$ cat src/csd_defs.svh
// Purpose: constants for the charger status detail register bank
// Assumes: 8-bit registers reached by index over the serial link
// Notes: every offset, control bit position and status code lives here
//
// What this block does
// - input invalid bit reads 0 above 4.5V valid, 1 when invalid
// - current-limited bit reads 1 while input limit holds the current
// - overvoltage bit reads 1 above overvoltage threshold, else 0
// - input-above-battery bit reads 1 when input exceeds battery voltage
// - thermistor band 001 cold suspended, 101 hot suspended
// - thermistor band 010 cool charging, 011 normal charging
// - thermistor band 100 warm charging continues
// - battery field 00 below 2.1V, phase field 0000 with it unless phase is 1000
// - battery field 10 for healthy battery
// - battery field 11 on battery overvoltage, only with valid input
// - phase codes 0000 dead to 0100 top-off
// - phase 0101 done, 0110 timer fault, 0111 temperature suspend
// - phase 1000 when input invalid or charging disabled
// - phase 1001 when charging with die thermal loop active
// - input monitor disable stops input voltage monitoring, resets 0
// - usb standby request selects low-current standby, resets 0
// - standby supply loss or power-good rising edge resets the control bits
// - suspended summary is 1 exactly for phases 0101 to 1000
// - battery problem summary is 1 for battery field 01 or 11
`ifndef CSD_DEFS_SVH
`define CSD_DEFS_SVH

`define CSD_IDX_INPUT_THERMAL 8'h03
`define CSD_IDX_BATT_CHARGER  8'h04
`define CSD_IDX_CONTROL       8'h05
`define CSD_CTRL_RESET        8'h00
`define CSD_CTRL_MASK         8'h03
`define CSD_BIT_MON_DIS       1
`define CSD_BIT_USB_STANDBY   0

`define CSD_THM_COLD          3'h1
`define CSD_THM_COOL          3'h2
`define CSD_THM_NORMAL        3'h3
`define CSD_THM_WARM          3'h4
`define CSD_THM_HOT           3'h5

`define CSD_BAT_LOW           2'h0
`define CSD_BAT_TIMER         2'h1
`define CSD_BAT_HEALTHY       2'h2
`define CSD_BAT_OVER          2'h3

`define CSD_PH_DEAD           4'h0
`define CSD_PH_PREQUAL        4'h1
`define CSD_PH_FAST_CC        4'h2
`define CSD_PH_FAST_CV        4'h3
`define CSD_PH_TOPOFF         4'h4
`define CSD_PH_DONE           4'h5
`define CSD_PH_TIMER_FAULT    4'h6
`define CSD_PH_TEMP_SUSPEND   4'h7
`define CSD_PH_OFF            4'h8
`define CSD_PH_THERMAL_LOOP   4'h9

`endif

$ cat src/csd_pkg.sv
// Purpose: types of the charger status detail register bank
// Assumes: csd_defs.svh holds the numbers
// Notes: analog comparator results arrive as one struct
package csd_pkg;

	typedef enum logic [2:0]
	{
		CSD_TEMP_COLD,
		CSD_TEMP_COOL,
		CSD_TEMP_NORMAL,
		CSD_TEMP_WARM,
		CSD_TEMP_HOT
	} csd_temp_t;

	typedef enum logic [2:0]
	{
		CSD_CHG_PREQUAL,
		CSD_CHG_FAST_CC,
		CSD_CHG_FAST_CV,
		CSD_CHG_TOPOFF,
		CSD_CHG_DONE
	} csd_chg_t;

	// raw comparator and charger core status, asynchronous to clk
	typedef struct packed {
		logic      input_valid;
		logic      input_current_limited;
		logic      input_overvoltage;
		logic      input_above_battery;
		logic      cold;
		logic      cool;
		logic      warm;
		logic      hot;
		logic      battery_dead;
		logic      safety_timer_expired;
		logic      battery_over;
		logic      charge_enable;
		logic      die_loop_active;
		logic [2:0] core_phase;
	} csd_analog_t;

	typedef struct packed {
		logic [7:0] input_thermal;
		logic [7:0] battery_charger;
		logic       suspended;
		logic       battery_problem;
	} csd_status_t;

	typedef struct packed {
		csd_analog_t s1;
		csd_analog_t s2;
	} csd_sync_state_t;

	typedef struct packed {
		logic       pok_last;
		logic [7:0] ctrl;
		logic [7:0] rdata;
	} csd_reg_state_t;

endpackage : csd_pkg

$ cat src/csd_regs.sv
// Purpose: status detail and control register bank of the charger
// Assumes: an upstream serial target decodes frames into index/strobe pulses
// Notes: detail registers are live snapshots; control holds two bits
`timescale 1ns/1ns
`include "csd_defs.svh"
module csd_regs
(
	input  wire logic                 clk,
	input  wire logic                 rst_n,
	input  wire logic                 standby_supply,
	input  wire logic                 safeout_power_good,
	input  wire csd_pkg::csd_analog_t analog_in,
	input  wire logic [7:0]           reg_index,
	input  wire logic                 reg_read,
	input  wire logic                 reg_write,
	input  wire logic [7:0]           reg_wdata,
	output logic [7:0]                reg_rdata,
	output logic                      input_monitor_disable,
	output logic                      usb_standby_request,
	output logic                      charger_suspended_summary,
	output logic                      battery_problem_summary
);
	csd_pkg::csd_analog_t   sync_analog;
	csd_pkg::csd_analog_t   supply_async;
	csd_pkg::csd_analog_t   supply_sync;
	csd_pkg::csd_status_t   status;
	csd_pkg::csd_reg_state_t state_ff;
	csd_pkg::csd_reg_state_t nxt_state;
	logic                   stby_ok;
	logic                   pok_now;
	logic                   bank_reset;

	// supply pins enter inverted so the synchroniser's zero reset equals their idle level;
	// otherwise release of rst_n would look like standby loss and a power-good rising edge
	always_comb
	begin
		supply_async = '0;
		supply_async.input_valid = !standby_supply;
		supply_async.charge_enable = !safeout_power_good;
	end

	csd_sync u_sync_analog
	(
		.clk      (clk),
		.rst_n    (rst_n),
		.async_in (analog_in),
		.sync_out (sync_analog)
	);

	csd_sync u_sync_supply
	(
		.clk      (clk),
		.rst_n    (rst_n),
		.async_in (supply_async),
		.sync_out (supply_sync)
	);

	csd_status_enc u_enc
	(
		.a  (sync_analog),
		.st (status)
	);

	assign stby_ok = !supply_sync.input_valid;
	assign pok_now = !supply_sync.charge_enable;
	// reset on standby loss or power-good rising edge
	assign bank_reset = !stby_ok || (pok_now && !state_ff.pok_last);

	always_comb
	begin
		nxt_state = state_ff;
		nxt_state.pok_last = pok_now;
		if (bank_reset)
			nxt_state.ctrl = `CSD_CTRL_RESET;
		else if (reg_write && reg_index == `CSD_IDX_CONTROL)
			nxt_state.ctrl = reg_wdata & `CSD_CTRL_MASK;
		// writes to the detail indices fall through untouched
		if (reg_read)
		begin
			unique case (reg_index)
				`CSD_IDX_INPUT_THERMAL: nxt_state.rdata = status.input_thermal;
				`CSD_IDX_BATT_CHARGER:  nxt_state.rdata = status.battery_charger;
				`CSD_IDX_CONTROL:       nxt_state.rdata = state_ff.ctrl;
				default:           nxt_state.rdata = 8'h00;
			endcase
		end
	end

	always_ff @(posedge clk)
	begin
		if (!rst_n)
		begin
			// treated as already high: a power good present through reset is no new edge
			state_ff.pok_last <= 1'b1;
			state_ff.ctrl     <= `CSD_CTRL_RESET;
			state_ff.rdata    <= 8'h00;
		end
		else
			state_ff <= nxt_state;
	end

	assign reg_rdata                 = state_ff.rdata;
	assign input_monitor_disable     = state_ff.ctrl[`CSD_BIT_MON_DIS];
	assign usb_standby_request       = state_ff.ctrl[`CSD_BIT_USB_STANDBY];
	assign charger_suspended_summary = status.suspended;
	assign battery_problem_summary   = status.battery_problem;
endmodule : csd_regs

$ cat src/csd_sync.sv
// Purpose: two-flop synchroniser for the asynchronous status inputs
// Assumes: inputs are quasi-static levels
// Notes: the first stage is read only by the second
`timescale 1ns/1ns
module csd_sync
(
	input  wire logic                 clk,
	input  wire logic                 rst_n,
	input  wire csd_pkg::csd_analog_t async_in,
	output csd_pkg::csd_analog_t      sync_out
);
	csd_pkg::csd_sync_state_t state_ff;
	csd_pkg::csd_sync_state_t nxt_state;

	always_comb
	begin
		nxt_state.s1 = async_in;
		nxt_state.s2 = state_ff.s1;
	end

	always_ff @(posedge clk)
	begin
		if (!rst_n)
			state_ff <= '0;
		else
			state_ff <= nxt_state;
	end

	assign sync_out = state_ff.s2;
endmodule : csd_sync

$ cat src/csd_status_enc.sv
// Purpose: encode synchronised charger status into detail fields
// Assumes: inputs already synchronised to clk
// Notes: purely combinational; the bank registers the detail bytes, not the summaries
`timescale 1ns/1ns
`include "csd_defs.svh"
module csd_status_enc
(
	input  wire csd_pkg::csd_analog_t a,
	output csd_pkg::csd_status_t      st
);
	logic [2:0] thm;
	logic [1:0] bat;
	logic [3:0] ph;
	logic       temp_stop;

	always_comb
	begin
		temp_stop = a.cold | a.hot;
		if (a.cold)
			thm = `CSD_THM_COLD;
		else if (a.hot)
			thm = `CSD_THM_HOT;
		else if (a.cool)
			thm = `CSD_THM_COOL;
		else if (a.warm)
			thm = `CSD_THM_WARM;
		else
			thm = `CSD_THM_NORMAL;

		// battery overvoltage flag needs a valid input to exist at all
		if (a.battery_dead)
			bat = `CSD_BAT_LOW;
		else if (a.safety_timer_expired)
			bat = `CSD_BAT_TIMER;
		else if (a.battery_over && a.input_valid)
			bat = `CSD_BAT_OVER;
		else
			bat = `CSD_BAT_HEALTHY;

		// off wins, then dead battery, then faults, then active phases
		if (!a.input_valid || !a.charge_enable)
			ph = `CSD_PH_OFF;
		else if (a.battery_dead)
			ph = `CSD_PH_DEAD;
		else if (a.safety_timer_expired)
			ph = `CSD_PH_TIMER_FAULT;
		else if (temp_stop)
			ph = `CSD_PH_TEMP_SUSPEND;
		else if (a.core_phase == csd_pkg::CSD_CHG_DONE)
			ph = `CSD_PH_DONE;
		else if (a.die_loop_active)
			ph = `CSD_PH_THERMAL_LOOP;
		else
		begin
			unique case (a.core_phase)
				csd_pkg::CSD_CHG_PREQUAL: ph = `CSD_PH_PREQUAL;
				csd_pkg::CSD_CHG_FAST_CC: ph = `CSD_PH_FAST_CC;
				csd_pkg::CSD_CHG_FAST_CV: ph = `CSD_PH_FAST_CV;
				csd_pkg::CSD_CHG_TOPOFF:  ph = `CSD_PH_TOPOFF;
				default:                  ph = `CSD_PH_PREQUAL;
			endcase
		end

		st.input_thermal = {~a.input_valid, a.input_current_limited,
		               a.input_overvoltage, a.input_above_battery,
		               1'b0, thm};
		st.battery_charger = {2'b00, bat, ph};
		st.suspended = (ph >= `CSD_PH_DONE) && (ph <= `CSD_PH_OFF);
		st.battery_problem = (bat == `CSD_BAT_TIMER) || (bat == `CSD_BAT_OVER);
	end
endmodule : csd_status_enc

$ cat config.mk
export PLATFORM = sky130hd
export DESIGN_NAME = csd_regs
export DESIGN_NICKNAME = d
export VERILOG_FILES = /design/src/csd_pkg.sv /design/src/csd_regs.sv /design/src/csd_sync.sv /design/src/csd_status_enc.sv
export VERILOG_INCLUDE_DIRS = /design/src
export SDC_FILE = /design/constraint.sdc
export NUM_CORES = 1
export LEC_CHECK = 0
export BUFFER_PORTS_ARGS = -buffer_cell sky130_fd_sc_hd__buf_2
export CORE_UTILIZATION = 25
export CTS_BUF_LIST = sky130_fd_sc_hd__clkbuf_4 sky130_fd_sc_hd__clkbuf_8
export CTS_CLUSTER_SIZE = 30
export DETAILED_ROUTE_END_ITERATION = 10
export GPL_TIMING_DRIVEN = 0
export PLACE_DENSITY_LB_ADDON = 0.12
export SYNTH_ARGS = -nofsm -noshare
export SYNTH_HDL_FRONTEND = slang
export SYNTH_SLANG_ARGS = --single-unit
$ cat constraint.sdc
create_clock -name clk -period 1.9 [get_ports clk]
set_clock_uncertainty 0.15 [all_clocks]
set_input_delay 0 -clock clk [delete_from_list [all_inputs] [get_ports clk]]
set_output_delay 0 -clock clk [all_outputs]
set_load 0.1 [all_outputs]
# After elaboration in Yosys (flattened, before gate mapping)
# Cells that the tools add are included.
classes:
  reduce_logical: 14
  bitwise_logic: 3
  n_eq_ne: 9
  magnitude_cmp: 2
  n_mux: 15
ops:
  columns: ["operator", "n"]
  rows:
  - ["$mux 4", 6]
  - ["$pmux 8 s3", 1]
  - ["$eq 8x3->1 const B", 2]
  - ["$mux 3", 4]
  - ["$pmux 3 s3", 1]
  - ["$eq 8x2->1 const B", 1]
  - ["$eq 3x2->1 const B", 2]
  - ["$logic_not 1->1", 6]
  - ["$ge 4x3->1 const B", 1]
  - ["$le 4x4->1 const B", 1]
  - ["$logic_and 1x1->1", 4]
  - ["$mux 2", 2]
  - ["$eq 3x1->1 const B", 1]
  - ["$eq 3x3->1 const B", 1]
  - ["$logic_or 1x1->1", 3]
  - ["$eq 2x1->1 const B", 1]
  - ["$eq 2x2->1 const B", 1]
  - ["$not 1->1", 2]
  - ["$reduce_or 2->1", 1]
  - ["$mux 1", 1]
  - ["$or 1x1->1", 1]
totals:
  in_bits: 38
  word_cells: 78
  reg_bits: 47

# Longest topological paths before layout
logic_depth:
  word_depth: 10
  mapped_depth: 5
  depth_no_buf: 5

# Modules after synthesis
# From an unflattened synthesis, not the netlist that was laid out.
hier_totals:
  hier_cells: 238
  area_unflattened_um2: 2698.8
by_module_without_submodules:
  columns: ["mod", "n_inst", "area_each_um2", "cells_each"]
  rows:
  - ["csd_sync", 2, 895.9, 67]
  - ["csd_regs", 1, 693.2, 71]
  - ["csd_status_enc", 1, 214.0, 33]

# Worst setup path before layout
# Ideal clock, no wire load.
synth_path:
  kind: "reg-to-reg"
  from: "reg u_sync_analog.state_ff (netlist bit u_sync_analog.sync_out[15])"
  to: "reg state_ff (netlist bit reg_rdata[4])"
  path_slack_ns: -0.424
  setup_ns: 0.059
  period_less_slack_ns: 2.324
  arrival_ns: 2.115
  path_stages_with_launch: 5
  required_ns: 1.691
  path_cell_list: "dfxtp_1 a21oi_1 nor2_1 a22o_1 a22o_1"
synth_between:
  elab_chain_len: 5
synth_lines:
  columns: ["item", "line_no", "rtl"]
  rows:
  - ["start: declaration", "csd_sync.sv:12", "csd_pkg::csd_sync_state_t state_ff;"]
  - ["start signal: assignment", "csd_sync.sv:26", "state_ff <= nxt_state;"]
  - ["$logic_and 1x1->1", "csd_status_enc.sv:35", "else if (a.battery_over && a.input_valid)"]
  - ["$mux 1", "csd_status_enc.sv:35", null]
  - ["$mux 2", "csd_status_enc.sv:33", "else if (a.safety_timer_expired)"]
  - ["$mux 2", "csd_status_enc.sv:31", "if (a.battery_dead)"]
  - ["$pmux 8 s3", "csd_regs.sv:80", "unique case (reg_index)"]
  - ["end signal: assignment", "csd_regs.sv:99", "state_ff <= nxt_state;"]
  - ["end: declaration", "csd_regs.sv:27", "csd_pkg::csd_reg_state_t state_ff;"]
# Every way passes these cells.
# A chain may end at the register's enable or synchronous reset.

# Final worst setup path
layout_path:
  from: "reg u_sync_analog.state_ff (netlist bit u_sync_analog.sync_out[6])"
  to: "out charger_suspended_summary"
layout_between:
  elab_chain_len: 5
  elab_cells_between_ends: 6
  classes_between: "order compare (2); mux (3); reduce/logical (1)"
layout_lines:
  columns: ["item", "line_no", "rtl"]
  rows:
  - ["$mux 4 *", "csd_status_enc.sv:45", "else if (a.safety_timer_expired)"]
  - ["$mux 4 *", "csd_status_enc.sv:43", "else if (a.battery_dead)"]
  - ["$mux 4 *", "csd_status_enc.sv:41", "if (!a.input_valid || !a.charge_enable)"]
  - ["$ge 4x3->1 (no source line) / $le 4x4->1 (equally long branches)", null, null]
  - ["$logic_and 1x1->1 *", "csd_status_enc.sv:68", "st.suspended = (ph >= `CSD_PH_DONE) && (ph <= `CSD_PH_OFF);"]
  - ["end: declaration", "csd_regs.sv:20", "output logic charger_suspended_summary,"]
# Every way passes the cells marked *; elsewhere a longest branch is shown, timed or not.

==> flow_metrics.py <==
metrics = {
    "timing": {
        "rsz0062_at_grt": "true",
        "setup_viol_count_final": 0,
        "whs_ps": 95.83,
        "final.setup.tns_ps": 0,
        "hold_viol": 0,
        "fmax_mhz": 536.0,
        "tightest_slew_ps": 502.8,
        "fin_crit_ps": 1866,
        "final.period_utilization_pct": 98.20,
        "relSlewSlack_pct": 66.71,
        "drv_slew": 0,
    },
    "global_routing": {
        "grt_max_degree": 13,
        "grt_pass1_vias": 1397,
        "gr-total-overflow": 0,
        "antenna_found_initial": 0,
        "grt_usage_pct": 11.60,
        "grt_pass1_wl_mm": 6.354,
    },
    "worst_setup_path": {
        "start_kind": "flop",
        "rr_worst_depth": 5,
        "cp.arrival_ps": 1720,
        "crit_type": "flop to output pin",
        "worstPathRequired_ps": 1750,
        "crit_fanout": 3,
        "crit_path_end_kind": "output pin",
    },
    "power": {
        "ir_drop_uv": 265.9,
        "p_leak_nw": 1.005,
        "total_power_mw": 1.751,
        "power_density_nw_per_um2": 745.6,
    },
    "route": {
        "routed_wl_mm": 3.694,
        "dr.pass1.iters": 8,
        "via_per_inst": 4.244,
        "drtAntennaViolNets": 0,
        "wire_per_inst_um": 11.88,
        "initialDrtViolationCount": 40,
        "vias": 1320,
        "drcViolationCount": 8,
    },
    "job": {
        "drv_cap": 0,
    },
    "clocking": {
        "cts_sinks": 47,
        "clock_latency_ps": 290,
        "cts_tree": "yes",
        "cts_buffers": 5,
        "root_buffer": "clkbuf_8",
        "ctsLongestPathBuffers": 2,
        "h-tree-depth": 2,
        "clk_pin_slew_worst_paths_ps": 80,
    },
    "min_path": {
        "hold_path_class": "input port to flop",
        "whs_path_depth": 4,
    },
    "synth": {
        "synth_top_cell_area_share_pct": 55.74,
        "async_flop_share_pct": 0,
        "ys.flop_type": "dfxtp_1",
        "synth_edf_count": 0,
        "yosys_warnings": 0,
        "syn_area_um2": 1688,
        "syn_nets": 198,
        "yosys.area.top_type": "dfxtp_1",
        "syn_area_per_cell_um2": 10.55,
        "synth_seq_cells": 47,
        "synth.area.top_cells": "dfxtp_1 (56%), and2_1 (13%), buf_4 (3.6%)",
        "syn_inst": 160,
        "synth_cell_types": 36,
        "ys_seq_area_share_pct": 55.74,
    },
    "finish": {
        "final_cell_area_um2": 2349,
        "final_nets": 273,
        "diodes": 0,
        "areaGrowthSynthToFinish_pct": 39.14,
        "final_layout_size_suffix_gt1_share_pct": 28.63,
    },
    "status": {
        "violations": "DRC",
        "outcome": "complete, but fails checks",
    },
    "placed_design": {
        "placed_cell_area_um2": 2002,
        "io_buffers": 42,
        "place.gp.congestion": 0.6950,
        "hpwl_mm": 2.699,
    },
    "die": {
        "dieWidth_um": 84.17,
        "die_area_um2": 7084,
        "die_h_um": 84.17,
        "initial_core_util_pct": 26.28,
        "rows": 29,
        "coreArea_um2": 6422,
        "ios": 50,
    },
}
report_power, final:
group | switching (mW) | internal (mW)
sequential | 0.0143 | 1.02
clock | 0.289 | 0.260
combinational | 0.0741 | 0.0938
cells in the final DEF, fill, tap and decap left out, drive strengths merged, types with 2 or more instances in the layout:
cell,n
nand3,4
nor2,7
o32ai,2
mux2i,3
and2,35
a21oi,2
dlygate4sd3,25
or3,2
clkbuf,11
a22o,6
buf,51
nand2,6
inv,2
dfxtp,47
nor3b,3
nor2b,5
nand2b,3
o22ai,2
state kept, by name (all words and copies together) (netlist names):
register                 flops
u_sync_analog.nxt_state     16
state_ff                     1
reg_rdata                    8
input_monitor_disable        1
usb_standby_request          1
u_sync_supply.nxt_state      2
u_sync_supply.sync_out       2
u_sync_analog.sync_out      16
Yosys cell counts, drive strengths merged, types with 2 or more instances:
| cell type | count |
|---|---|
| a21oi | 2 |
| a22o | 6 |
| and2 | 35 |
| buf | 8 |
| clkbuf | 5 |
| dfxtp | 47 |
| inv | 2 |
| mux2i | 3 |
| nand2 | 6 |
| nand2b | 3 |
| nand3 | 4 |
| nor2 | 7 |
| nor2b | 5 |
| nor3b | 3 |
| o22ai | 2 |
| o32ai | 2 |
| or3 | 2 |
worst paths after layout:
path                                           startpoint                        end  slack (ps)
worst min-delay path                         reg_index[4]               reg_rdata[0]         100
worst max register to register  u_sync_analog.sync_out[7]               reg_rdata[5]         200
worst min register to register  u_sync_supply.sync_out[4]               state_ff[16]         240
worst max-delay path            u_sync_analog.sync_out[6]  charger_suspended_summary          30
worst max-delay path, cell delays in order, from the launching register on:
cell	delay [ps]
dfxtp_1	330
or3_1	420
a311oi_2	250
a211o_1	150
nand3_2	90
buf_6	200
through the flow:
step | std cells | worst slack [ps] | utilization [%]
after floorplan | 160 | 63.14 | -
after global placement | 279 | 127.9 | 31.17
after detailed placement | 279 | 126.2 | 31.17
after CTS | 311 | 2.292 | 36.57
after global routing | 311 | -60.58 | 36.57
final | 311 | 34.17 | 36.57
kinds of logic after synthesis:
kind of cell / count (synthesis) / synth area share, %
mux: 3 / 1.779
xor+xnor: 1 / 0.5190
buf+inv: 15 / 5.189
simple gates: 72 / 26.54
flops: 47 / 55.74
compound gates: 22 / 10.23
layer usage:
metal	global-route usage, %	share of wire [%]	vias to the layer above
met1	14.24	48	600
li1	-	-	678
met3	3.540	5.4	5
met5	0	0	-
met2	19.00	46	37
met4	4.702	1.1	0
repair_timing:
item,in CTS,in global routing
hold endpoints to repair,22,0
cloned,0,0
buffers inserted,1,0
resized for setup,3,0
setup endpoints to repair,1,1
pin swaps,1,0
hold buffers,25,0
final cells by class:
class	instances	area [um^2]
Tap cell	77	96.34
Multi-Input combinational cell	98	673.1
Inverter	2	7.507
Buffer	13	80.08
Clock buffer	6	76.32
Fill cell	677	4074
Timing Repair Buffer	68	474.2
Sequential cell	47	940.9
(Power assumes the default switching activity.)
